===== src/spr_map.svh =====
// Register map, field positions and frame constants of the serial register port
// Functional notes
// - Frame is two bytes: command then data in, status then register data out.
// - Select falling starts a frame and drives the serial output.
// - Output changes on clock rise; input sampled on clock fall.
// - Frame valid only with exactly sixteen sampling edges while selected.
// - Write data enters the register on the select rising edge.
// - Read data is captured while the parity bit is shifted.
// - Serial output released whenever select is high.
// - Read command: second master byte ignored, register data returned.
// - Write command: old register value returned during the write.
// - Parity checked on writes only; the spare command bit is ignored.
// - First returned byte is always the system status register.
// - Addresses one through twelve each select an 8-bit register.
// - Run mode: enabled hall input change sets the hall flag.
// - Stop mode: cyclic check plus enabled hall current sets the hall flag.
// - Flags other than the overcurrent summary clear on writing one, ignore zero; all clear on reset.
// - Every falling edge on the bus line sets the bus wake flag.
// - Temperature and voltage flags stay set while their condition persists.
// - Overcurrent summary is read-only, cleared through the source flags.
// - Interrupt requested when a flag and its enable are both set.
// - All interrupt enables are off after reset.
`ifndef SPR_MAP_SVH
`define SPR_MAP_SVH
`define SPR_A_BRIDGE_OUTPUT_STATES 5'h01
`define SPR_A_BRIDGE_CONTROL 5'h02
`define SPR_A_SYSTEM_CONTROL 5'h03
`define SPR_A_IMR 5'h04
`define SPR_A_IFR 5'h05
`define SPR_A_RMR 5'h06
`define SPR_A_MUX 5'h07
`define SPR_A_HEN 5'h08
`define SPR_A_HST 5'h09
`define SPR_A_WDG 5'h0A
`define SPR_A_POWER_OUTPUT_CONTROL 5'h0B
`define SPR_A_STAT 5'h0C
`define SPR_M_BRIDGE_OUTPUT_STATES 8'hFF
`define SPR_M_BRIDGE_CONTROL 8'hC7
`define SPR_M_SYSTEM_CONTROL 8'hE0
`define SPR_M_IMR 8'h7E
`define SPR_M_RMR 8'h83
`define SPR_M_MUX 8'h0F
`define SPR_M_HEN 8'h07
`define SPR_M_WDG 8'h3F
`define SPR_M_POWER_OUTPUT_CONTROL 8'h3F
`define SPR_F_HALL 6
`define SPR_F_LIN 5
`define SPR_F_HT 4
`define SPR_F_LV 3
`define SPR_F_HV 2
`define SPR_F_OC 1
`define SPR_S_LINCL 6
`define SPR_S_OCHV 5
`define SPR_S_OCHS 4
`define SPR_S_LV 3
`define SPR_S_HV 2
`define SPR_S_OCHB 1
`define SPR_S_HT 0
`define SPR_W_CC 2
`define SPR_C_RW 15
`define SPR_C_AHI 14
`define SPR_C_ALO 10
`define SPR_C_PAR 9
`define SPR_E_AHI 5
`define SPR_E_ALO 1
`define SPR_EDGES 5'd16
`define SPR_EDGE_MAX 5'd17
`define SPR_PAR_EDGE 5'd6
`define SPR_BYTE 5'd8
`define SPR_I_SS 0
`define SPR_I_SCK 1
`define SPR_I_MOSI 2
`define SPR_I_LIN 3
`define SPR_I_LINCL 4
`define SPR_I_STOP 5
`define SPR_I_OT 6
`define SPR_I_UV 7
`define SPR_I_OV 8
`define SPR_I_OCLO 9
`define SPR_I_OCHI 11
`define SPR_I_HLO 12
`define SPR_I_HHI 14
`define SPR_I_CLO 15
`define SPR_I_CHI 17
`define SPR_IN_W 18
`endif


===== src/spr_pkg.sv =====
// Types of the serial register port
package spr_pkg;
  typedef enum logic [0:0] {SPR_IDLE = 1'b0, SPR_ACT = 1'b1} spr_state_e;
  typedef struct packed {
    spr_state_e st;
    logic [17:0] s1;
    logic [17:0] s2;
    logic [17:0] prev;
    logic [4:0] fcnt;
    logic [4:0] rcnt;
    logic [15:0] rx;
    logic [7:0] stat;
    logic [7:0] dsnap;
    logic miso;
    logic irq;
    logic [7:0] bridge_output_states;
    logic [7:0] bridge_control;
    logic [7:0] system_control;
    logic [7:0] interrupt_enable_mask;
    logic [7:0] reset_source_mask;
    logic [7:0] mux;
    logic [7:0] hen;
    logic [7:0] wdg;
    logic [7:0] power_output_control;
    logic hall_f;
    logic lin_f;
    logic ht_f;
    logic lv_f;
    logic hv_f;
    logic [2:0] oc;
  } spr_regs_s;
endpackage


===== src/spr_port.sv =====
// Serial register port with interrupt flags of the companion die
`include "spr_map.svh"
module spr_port import spr_pkg::*; (
  input wire logic CLOCK,
  input wire logic SRST,
  input wire logic SS_N,
  input wire logic SCK,
  input wire logic MOSI,
  output logic MISO,
  output logic MISO_OE,
  input wire logic LIN_RX,
  input wire logic LIN_CL,
  input wire logic STOP_MODE,
  input wire logic OVER_TEMP,
  input wire logic UNDER_VOLT,
  input wire logic OVER_VOLT,
  input wire logic [2:0] OC_SRC,
  input wire logic [2:0] HALL_IN,
  input wire logic [2:0] HALL_CUR,
  output logic IRQ_N_OUT,
  output logic IRQ_N_OE,
  output logic [7:0] BRIDGE_OUT,
  output logic [7:0] BRIDGE_CTL,
  output logic [7:0] SYS_CTL,
  output logic [7:0] RESET_MASK,
  output logic [7:0] MUX_SEL,
  output logic [7:0] HALL_EN,
  output logic [7:0] WDOG_CTL,
  output logic [7:0] POWER_CTL
);

  spr_regs_s q;
  spr_regs_s next_q;
  logic [17:0] in_raw;
  logic sck_rise;
  logic sck_fall;
  logic wr;
  logic [4:0] wa;
  logic [7:0] wd;
  logic [7:0] clr_ifr;
  logic [7:0] clr_st;
  logic [7:0] status;
  logic [7:0] flags;
  logic hall_set;

  assign in_raw = {HALL_CUR, HALL_IN, OC_SRC, OVER_VOLT, UNDER_VOLT, OVER_TEMP,
                   STOP_MODE, LIN_CL, LIN_RX, MOSI, SCK, SS_N};

  function automatic logic [7:0] rd(input spr_regs_s r, input logic [4:0] a,
                                    input logic [7:0] st, input logic [7:0] fl);
    case (a)
      `SPR_A_BRIDGE_OUTPUT_STATES: rd = r.bridge_output_states;
      `SPR_A_BRIDGE_CONTROL: rd = r.bridge_control;
      `SPR_A_SYSTEM_CONTROL: rd = r.system_control;
      `SPR_A_IMR: rd = r.interrupt_enable_mask;
      `SPR_A_IFR: rd = fl;
      `SPR_A_RMR: rd = r.reset_source_mask;
      `SPR_A_MUX: rd = r.mux;
      `SPR_A_HEN: rd = r.hen;
      `SPR_A_HST: rd = {5'h00, r.s2[`SPR_I_HHI:`SPR_I_HLO]};
      `SPR_A_WDG: rd = r.wdg;
      `SPR_A_POWER_OUTPUT_CONTROL: rd = r.power_output_control;
      `SPR_A_STAT: rd = st;
      default: rd = 8'h00;
    endcase
  endfunction

  always_comb begin
    next_q = q;
    // Only the second stage of each synchroniser and its delayed copy feed logic
    next_q.s1 = in_raw;
    next_q.s2 = q.s1;
    next_q.prev = q.s2;
    sck_rise = q.s2[`SPR_I_SCK] & ~q.prev[`SPR_I_SCK];
    sck_fall = ~q.s2[`SPR_I_SCK] & q.prev[`SPR_I_SCK];
    status = 8'h00;
    status[`SPR_S_LINCL] = q.s2[`SPR_I_LINCL];
    status[`SPR_S_OCHV] = q.oc[2];
    status[`SPR_S_OCHS] = q.oc[1];
    status[`SPR_S_LV] = q.lv_f;
    status[`SPR_S_HV] = q.hv_f;
    status[`SPR_S_OCHB] = q.oc[0];
    status[`SPR_S_HT] = q.ht_f;
    flags = 8'h00;
    flags[`SPR_F_HALL] = q.hall_f;
    flags[`SPR_F_LIN] = q.lin_f;
    flags[`SPR_F_HT] = q.ht_f;
    flags[`SPR_F_LV] = q.lv_f;
    flags[`SPR_F_HV] = q.hv_f;
    flags[`SPR_F_OC] = |q.oc;
    wa = q.rx[`SPR_C_AHI:`SPR_C_ALO];
    wd = q.rx[7:0];
    wr = 1'b0;
    case (q.st)
      SPR_IDLE: begin
        if (!q.s2[`SPR_I_SS]) begin
          next_q.st = SPR_ACT;
          next_q.fcnt = 5'd0;
          next_q.rcnt = 5'd0;
          next_q.miso = 1'b0;
          next_q.stat = status;
        end
      end
      SPR_ACT: begin
        if (q.s2[`SPR_I_SS]) begin
          next_q.st = SPR_IDLE;
          // Spare bit and read parity ignored; bad frames write nothing
          wr = (q.fcnt == `SPR_EDGES) && !q.rx[`SPR_C_RW] &&
               !(^q.rx[`SPR_C_RW:`SPR_C_PAR]);
        end else begin
          if (sck_rise) begin
            // Status byte first, then captured register byte
            if (q.rcnt < `SPR_BYTE) begin
              next_q.miso = q.stat[~q.rcnt[2:0]];
            end else begin
              next_q.miso = q.dsnap[~q.rcnt[2:0]];
            end
            if (q.rcnt != `SPR_EDGE_MAX) begin
              next_q.rcnt = q.rcnt + 5'd1;
            end
          end
          if (sck_fall) begin
            next_q.rx = {q.rx[14:0], q.s2[`SPR_I_MOSI]};
            if (q.fcnt != `SPR_EDGE_MAX) begin
              next_q.fcnt = q.fcnt + 5'd1;
            end
            if (q.fcnt == `SPR_PAR_EDGE) begin
              // Address is complete once the parity bit is in
              next_q.dsnap = rd(q, next_q.rx[`SPR_E_AHI:`SPR_E_ALO],
                                status, flags);
            end
          end
        end
      end
      default: next_q.st = SPR_IDLE;
    endcase
    clr_ifr = (wr && wa == `SPR_A_IFR) ? wd : 8'h00;
    clr_st = (wr && wa == `SPR_A_STAT) ? wd : 8'h00;
    if (q.s2[`SPR_I_STOP]) begin
      hall_set = q.wdg[`SPR_W_CC] &
                 (|(q.s2[`SPR_I_CHI:`SPR_I_CLO] & q.hen[2:0]));
    end else begin
      hall_set = |((q.s2[`SPR_I_HHI:`SPR_I_HLO] ^ q.prev[`SPR_I_HHI:`SPR_I_HLO]) &
                   q.hen[2:0]);
    end
    // Set beats a clear arriving in the same cycle
    next_q.hall_f = hall_set | (q.hall_f & ~clr_ifr[`SPR_F_HALL]);
    next_q.lin_f = (q.prev[`SPR_I_LIN] & ~q.s2[`SPR_I_LIN]) |
                   (q.lin_f & ~clr_ifr[`SPR_F_LIN]);
    next_q.ht_f = q.s2[`SPR_I_OT] |
                  (q.ht_f & ~clr_ifr[`SPR_F_HT] & ~clr_st[`SPR_S_HT]);
    next_q.lv_f = q.s2[`SPR_I_UV] |
                  (q.lv_f & ~clr_ifr[`SPR_F_LV] & ~clr_st[`SPR_S_LV]);
    next_q.hv_f = q.s2[`SPR_I_OV] |
                  (q.hv_f & ~clr_ifr[`SPR_F_HV] & ~clr_st[`SPR_S_HV]);
    next_q.oc = q.s2[`SPR_I_OCHI:`SPR_I_OCLO] |
                (q.oc & ~{clr_st[`SPR_S_OCHV], clr_st[`SPR_S_OCHS],
                          clr_st[`SPR_S_OCHB]});
    if (wr) begin
      case (wa)
        `SPR_A_BRIDGE_OUTPUT_STATES: next_q.bridge_output_states = wd & `SPR_M_BRIDGE_OUTPUT_STATES;
        `SPR_A_BRIDGE_CONTROL: next_q.bridge_control = wd & `SPR_M_BRIDGE_CONTROL;
        `SPR_A_SYSTEM_CONTROL: next_q.system_control = wd & `SPR_M_SYSTEM_CONTROL;
        `SPR_A_IMR: next_q.interrupt_enable_mask = wd & `SPR_M_IMR;
        `SPR_A_RMR: next_q.reset_source_mask = wd & `SPR_M_RMR;
        `SPR_A_MUX: next_q.mux = wd & `SPR_M_MUX;
        `SPR_A_HEN: next_q.hen = wd & `SPR_M_HEN;
        `SPR_A_WDG: next_q.wdg = wd & `SPR_M_WDG;
        `SPR_A_POWER_OUTPUT_CONTROL: next_q.power_output_control = wd & `SPR_M_POWER_OUTPUT_CONTROL;
        default: next_q.bridge_output_states = q.bridge_output_states;
      endcase
    end
    next_q.irq = |(flags & q.interrupt_enable_mask);
  end

  always_ff @(posedge CLOCK) begin
    if (SRST) begin
      q <= '0;
      // Select stages rest deselected, so no false frame follows reset
      q.s1[`SPR_I_SS] <= 1'b1;
      q.s2[`SPR_I_SS] <= 1'b1;
      q.prev[`SPR_I_SS] <= 1'b1;
    end else begin
      q <= next_q;
    end
  end

  assign MISO = q.miso;
  assign MISO_OE = (q.st == SPR_ACT);
  assign IRQ_N_OUT = 1'b0;
  assign IRQ_N_OE = q.irq;
  assign BRIDGE_OUT = q.bridge_output_states;
  assign BRIDGE_CTL = q.bridge_control;
  assign SYS_CTL = q.system_control;
  assign RESET_MASK = q.reset_source_mask;
  assign MUX_SEL = q.mux;
  assign HALL_EN = q.hen;
  assign WDOG_CTL = q.wdg;
  assign POWER_CTL = q.power_output_control;
endmodule // spr_port


===== config.mk =====
export PLATFORM = sky130hd
export DESIGN_NAME = spr_port
export DESIGN_NICKNAME = d
export VERILOG_FILES = /design/src/spr_pkg.sv /design/src/spr_port.sv
export VERILOG_INCLUDE_DIRS = /design/src
export SDC_FILE = /design/constraint.sdc
export NUM_CORES = 1
export LEC_CHECK = 0
export ABC_AREA = 1
export BUFFER_PORTS_ARGS = -buffer_cell sky130_fd_sc_hd__buf_2
export CORE_ASPECT_RATIO = 0.75
export CORE_MARGIN = 3
export CORE_UTILIZATION = 50
export DETAILED_ROUTE_END_ITERATION = 8
export GPL_TIMING_DRIVEN = 0
export PLACE_DENSITY = 0.72
export REMOVE_ABC_BUFFERS = 1
export SLEW_MARGIN = 20
export SYNTH_ARGS = -nofsm -noshare
export SYNTH_HDL_FRONTEND = slang
export SYNTH_SLANG_ARGS = --single-unit

===== constraint.sdc =====
create_clock -name CLOCK -period 4.9 [get_ports CLOCK]
set_input_delay 0.49 -clock CLOCK [delete_from_list [all_inputs] [get_ports CLOCK]]
set_output_delay 0.49 -clock CLOCK [all_outputs]
set_load 0.01 [all_outputs]

### Word level (Yosys, flattened, before mapping)

Cells that the tools add are included.

| storage, ports and cells | value |
|---|---|
| ROM bits | 0 |
| output and inout port bits | 68 |
| bits in registers | 147 |
| logic and storage cells | 151 |
| memories | 0 |
| input port bits | 20 |
| latch bits | 0 |
| memory bits (writable) | 0 |

| operators by class | value |
|---|---|
| bitwise operators | 38 |
| add/subtract/negate cells | 2 |
| reductions and logical operators | 26 |
| shifts and indexed selects | 0 |
| equality and inequality tests | 33 |
| div/mod/pow operators | 0 |
| $mul | 0 |
| magnitude comparators | 2 |
| muxes and demuxes | 24 |

Operators with widths:

| kind | count |
|---|---|
| $pmux 8 s12 | 1 |
| $eq 5x3->1 const B | 9 |
| $eq 5x4->1 const B | 9 |
| $mux 26 | 1 |
| $eq 5x2->1 const B | 4 |
| $mux 5 | 4 |
| $pmux 10 s2 | 1 |
| $reduce_and 2->1 | 10 |
| $mux 16 | 1 |
| $not 1->1 | 13 |
| $and 1x1->1 | 12 |
| $reduce_and 4->1 | 3 |
| $add 5x1->5 const B | 2 |
| $eq 5x1->1 const B | 2 |
| $mux 1 | 10 |
| $mux 10 | 1 |
| $ne 5x5->1 const B | 2 |
| $and 3x3->3 | 3 |
| $reduce_or 3->1 | 3 |
| $ne 2x1->1 const B | 4 |
| $reduce_or 8->1 | 1 |
| $and 7x7->7 | 1 |
| $mux 7 | 1 |
| $reduce_xor 7->1 | 1 |
| other kinds (14) | 26 |

### Logic depth before layout (Yosys ltp)

| depth | value |
|---|---|
| word-level depth | 11 |
| depth in mapped cells | 14 |
| depth with buffers taken out | 12 |

### Worst setup path before layout

No wires, ideal clock.

| timing | value |
|---|---|
| path kind | reg-to-reg |
| start point | register q[119] (netlist name) |
| end point | register q[0] (netlist name) |
| buffers on the path | 1 |
| setup time | 0.132 ns |
| period minus slack after synthesis | 1.616 ns |
| data arrival time | 1.483 ns |
| cell stages (with the launch flop) | 11 |
| data required time | 4.768 ns |
| slack | 3.284 ns |
| cell sequence | dfxtp_1 > inv_1 > ha_1 > nand2_1 > nor2_1 > nand3_1 > nor2_8 > buf_8 > nand2_1 > o21ai_0 > a21oi_1 |

| between the ends | value |
|---|---|
| word-level cells in the longest chain between the ends | 10 |

RTL lines:

| element | RTL line | text |
|---|---|---|
| start: declaration | spr_port.sv:32 | `spr_regs_s q;` |
| start signal: assignment | spr_port.sv:184 | `q <= next_q;` |
| $eq 5x5->1 (no line) | - |  |
| $logic_and 1x1->1 (2 in series) | spr_port.sv:108 | `` wr = (q.fcnt == `SPR_EDGES) && !q.rx[`SPR_C_RW] && `` |
| $mux 1 | spr_port.sv:105 | `` if (q.s2[`SPR_I_SS]) begin `` |
| $mux 1 | spr_port.sv:94 | `case (q.st)` |
| $logic_and 1x1->1 (no line) | - |  |
| $mux 6 | spr_port.sv:138 | `` clr_st = (wr && wa == `SPR_A_STAT) ? wd : 8'h00; `` |
| $not 3->3 | spr_port.sv:157 | `` (q.oc & ~{clr_st[`SPR_S_OCHV], clr_st[`SPR_S_OCHS], `` |
| $and 3x3->3 | spr_port.sv:157 |  |
| $or 3x3->3 | spr_port.sv:156 | `` next_q.oc = q.s2[`SPR_I_OCHI:`SPR_I_OCLO] \| `` |

Every way passes these cells.
A chain may end at the register's enable or synchronous reset.

### Worst setup path after layout

| timing | value |
|---|---|
| start point | register q[99] (netlist name) |
| end point | register q[82] (netlist name) |

| between the ends | value |
|---|---|
| word-level cells in the longest chain between the ends | 2 |
| elaborated cells between the ends (all ways) | 13 |
| classes of those cells | 12 x eq/ne; 1 x mux |

RTL lines:

| element | RTL line | text |
|---|---|---|
| $eq 5x4->1 (tied with other cells) | spr_port.sv:51 | `case (a)` |
| $pmux 8 s12 * | spr_port.sv:51 |  |

Mark *: on every way between the ends. The rest lies on a longest branch, timed or not.

==> summary.md <==
| Metric | Value |
|---|---|
| Row Count | `34` |
| Syn_area_per_cell | `7.220 sq um` |
| H-tree Lvls | `4` |
| Placement Setup Slack | `2387 ps` |
| Remaining DRCs | `0` |
| Final Instance Area | `6830 sq um` |
| Cts repair resizes | `0` |
| Unrepaired setup endpoints after global routing | `no` |
| EDFF count, synth | `0` |
| Final setup violating endpoints | `0` |
| Synth Warn # | `0` |
| Arr. time, crit path | `2710 ps` |
| Final std cells w/o fill | `1,059` |
| Fin crit period | `2351 ps` |
| Initial antenna violation count | `0` |
| Sink Count | `137` |
| First-pass GRT wire length | `23.29 mm` |
| Fin. Hold Viols | `0` |
| R2R cell count | `10` |
| Period utilization | `47.98%` |
| CP Max Fanout | `10` |
| Peak supply drop | `0.2508 mV` |
| Io pins | `88` |
| Slowest CP cell | `dfxtp_1` |
| Crit end category | `flip-flop` |
| Synth Register Bits | `137` |
| CTS Buf Count | `17` |
| Input/output buffers | `60` |
| Final ANT Viol Nets | `0` |
| Internal Pwr Total | `1.828 mW` |
| Maxcap violations | `0` |
| Die width | `135.3 um` |
| Vias in the first global route | `4,528` |
| Clock-pin slew on the worst setup and hold paths | `70 ps` |
| Fmax | `425.3 MHz` |
| Switch share | `25.11%` |
| Area share of the largest cell type after synthesis | `43.76%` |
| Cells taking the most area after synthesis | `dfxtp_1 44%, nor2_1 10%, nand2_1 9.2%` |
| DR pass1 iterations | `7` |
| Flop-to-flop setup slack | `2550 ps` |
| Relative max-transition margin | `44.00%` |
| Vias per cell | `4.902` |
| Clk_skew | `7.031 ps` |
| GR Util All Layers | `21.41%` |
| Pwr Density | `357.3 nW/um^2` |
| Clock power share | `49.4%` |
| Die footprint | `13,930 sq um` |
| Share of cells above drive strength 1 | `13.15%` |
| Hold path endpoint | `next_q[142]$_SDFF_PP1_` |
| Top FF cell, synth | `dfxtp_1` |
| Part of the power in combinational logic | `3.6%` |
| Synth area leader | `dfxtp_1` |
| Mapped cell area | `6267 sq um` |
| Fin Hold WS | `242.2 ps` |
| WP data required | `5260 ps` |
| Setup TNS | `0 ps` |
| Power Total | `2.441 mW` |
| Hold Path Depth | `2` |
| Dpl hpwl | `10.37 mm` |
| Switch Pwr | `0.6129 mW` |
| Post-layout net count | `910` |
| Post-Route WL | `14.53 mm` |
| Hold buffers post-CTS | `0` |
| Cell Area, Placed | `6272 sq um` |
| Die height | `103.0 um` |
| Largest net degree at the start of global routing | `64` |
| Worst Max-Slew Pin Slew | `838.0 ps` |
| Clock Tree Buf Depth | `2` |
| Run status | `finished, final reports clean` |
| Leak Pwr | `3.016 nW` |
| Ant diodes | `0` |
| Seq pwr share | `47.0%` |
| Post-synth top cells | `170 x nor2_1, 154 x nand2_1, 137 x dfxtp_1` |
| Synth unique cells | `41` |
| Worst r2r dst | `q[82]$_SDFFE_PP0P_` |
| Most common cell in the netlist | `nor2_1` |
| Worst setup SP type | `flip-flop` |
| Worst setup slack after layout | `2549 ps` |
| Core area | `11,910 sq um` |
| Util after Layout | `57.34%` |
| Setup Fix Bufs, Post-CTS | `0` |
| Async SR Flop Fraction | `0%` |
| Slowest Stage Delay on Critical Path | `570 ps` |
| Clock Latency Late Sink | `430 ps` |
| Reg2reg start | `q[99]$_SDFFE_PP0P_` |
| WS Path Type | `flip-flop to flip-flop` |
| Initial Utilization | `52.62%` |
| CTS root buf | `clkbuf_16` |
| Sequential area share after synthesis | `43.76%` |
| Initial drt markers | `431` |
| Synth Instances | `868` |
| # fillers | `1,146` |
| Worst hold path type | `primary input to flip-flop` |
| Hold_sp | `SS_N` |
| Via count | `5,191` |
| Critical path, cell by cell | `inv_1 > nor2_1 > inv_1 > nor2_1 > nand2_1 > o21ai_0 > a21oi_1 > nand3_1 > nand2_1 > a21oi_1` |
| Fin. max-slew vios | `0` |
| Inst Count DP | `1,027` |
| Wire per inst | `13.72 um` |
| CTS tree | `built` |
| Area Overhead vs Synth | `8.984%` |
| Grt ovf | `0` |
| GP Congestion | `0.9627` |
==> worst max-delay path, delay by kind of cell, from the launching register on <==
| kind | cells | cell delay (ps) |
|---|---|---|
| AND/OR/NAND/NOR | 5 | 940 |
| AO/OA/AOI/OAI | 3 | 430 |
| buffers and inverters | 2 | 340 |
| flip-flops | 1 | 570 |
==> worst max-delay path by stage <==
stage                             startpoint                  end  slack [ps]  depth (start not counted)
after global placement                  SRST  q[122]$_SDFFE_PP0P_        1550                          4
after floorplan                         SRST  q[116]$_SDFFE_PP0P_        3070                          3
after CTS                 q[99]$_SDFFE_PP0P_   q[83]$_SDFFE_PP0P_        2700                         10
final                     q[99]$_SDFFE_PP0P_   q[82]$_SDFFE_PP0P_        2550                         10
after detailed placement                SRST  q[107]$_SDFFE_PP0P_        2390                          5
after global routing      q[99]$_SDFFE_PP0P_   q[83]$_SDFFE_PP0P_        2430                         10
==> cells by family after synthesis <==
kind of cell	synth area share [%]
xor+xnor	0.4193
simple gates	27.01
compound gates	11.52
fa+ha+maj	1.198
other cells	0.05983
flops	43.76
buf+inv	16.03
==> cells in the final DEF, fill, tap and decap left out, types with 17 or more instances in the layout <==
cell type,netlist,routed
a21oi_1,50,50
buf_2,3,59
clkbuf_16,0,17
conb_1,1,27
dfxtp_1,137,137
inv_1,91,90
nand2_1,154,154
nand3_1,31,31
nor2_1,170,170
o21ai_0,72,72
==> layout make-up <==
cell class	count	area [sq um]	area share, %
repair buffers	61	330.3	4.836
flip-flops and latches	137	2743	40.15
multi-input cells	567	2618	38.32
clock inverters	15	130.1	1.905
clock buffers	17	425.4	6.228
inverters	100	381.6	5.587
well taps	162	202.7	2.968
==> per-layer routing <==
metal  global-route usage [%]  share of wire (%)  up-vias
met5                        0                  0        -
met4                    6.119                1.0        0
met3                    6.390                8.7       12
met2                    30.66                 42      194
met1                    31.26                 49     2302
li1                         -                  -     2683
==> power by group through the flow <==
stage               clock, mW  sequential [mW]  combinational (mW)
floorplan                   0             1.17              0.0562
CTS                      1.22             1.15              0.0857
detailed placement          0             1.17              0.0850
finish                   1.21             1.15              0.0867
global route             1.27             1.15               0.101
global placement            0             1.17              0.0820
==> flip-flops by register name, summed over array words and instances (netlist names) <==
| name | flops |
|---|---|
| BRIDGE_CTL | 5 |
| HALL_EN | 3 |
| MISO | 1 |
| MUX_SEL | 4 |
| MISO_OE | 1 |
| RESET_MASK | 3 |
| IRQ_N_OE | 1 |
| WDOG_CTL | 6 |
| next_q | 36 |
| SYS_CTL | 3 |
| BRIDGE_OUT | 8 |
| q | 55 |
| POWER_CTL | 6 |
| flags | 5 |
No activity file was read; power rests on OpenSTA's default activity.
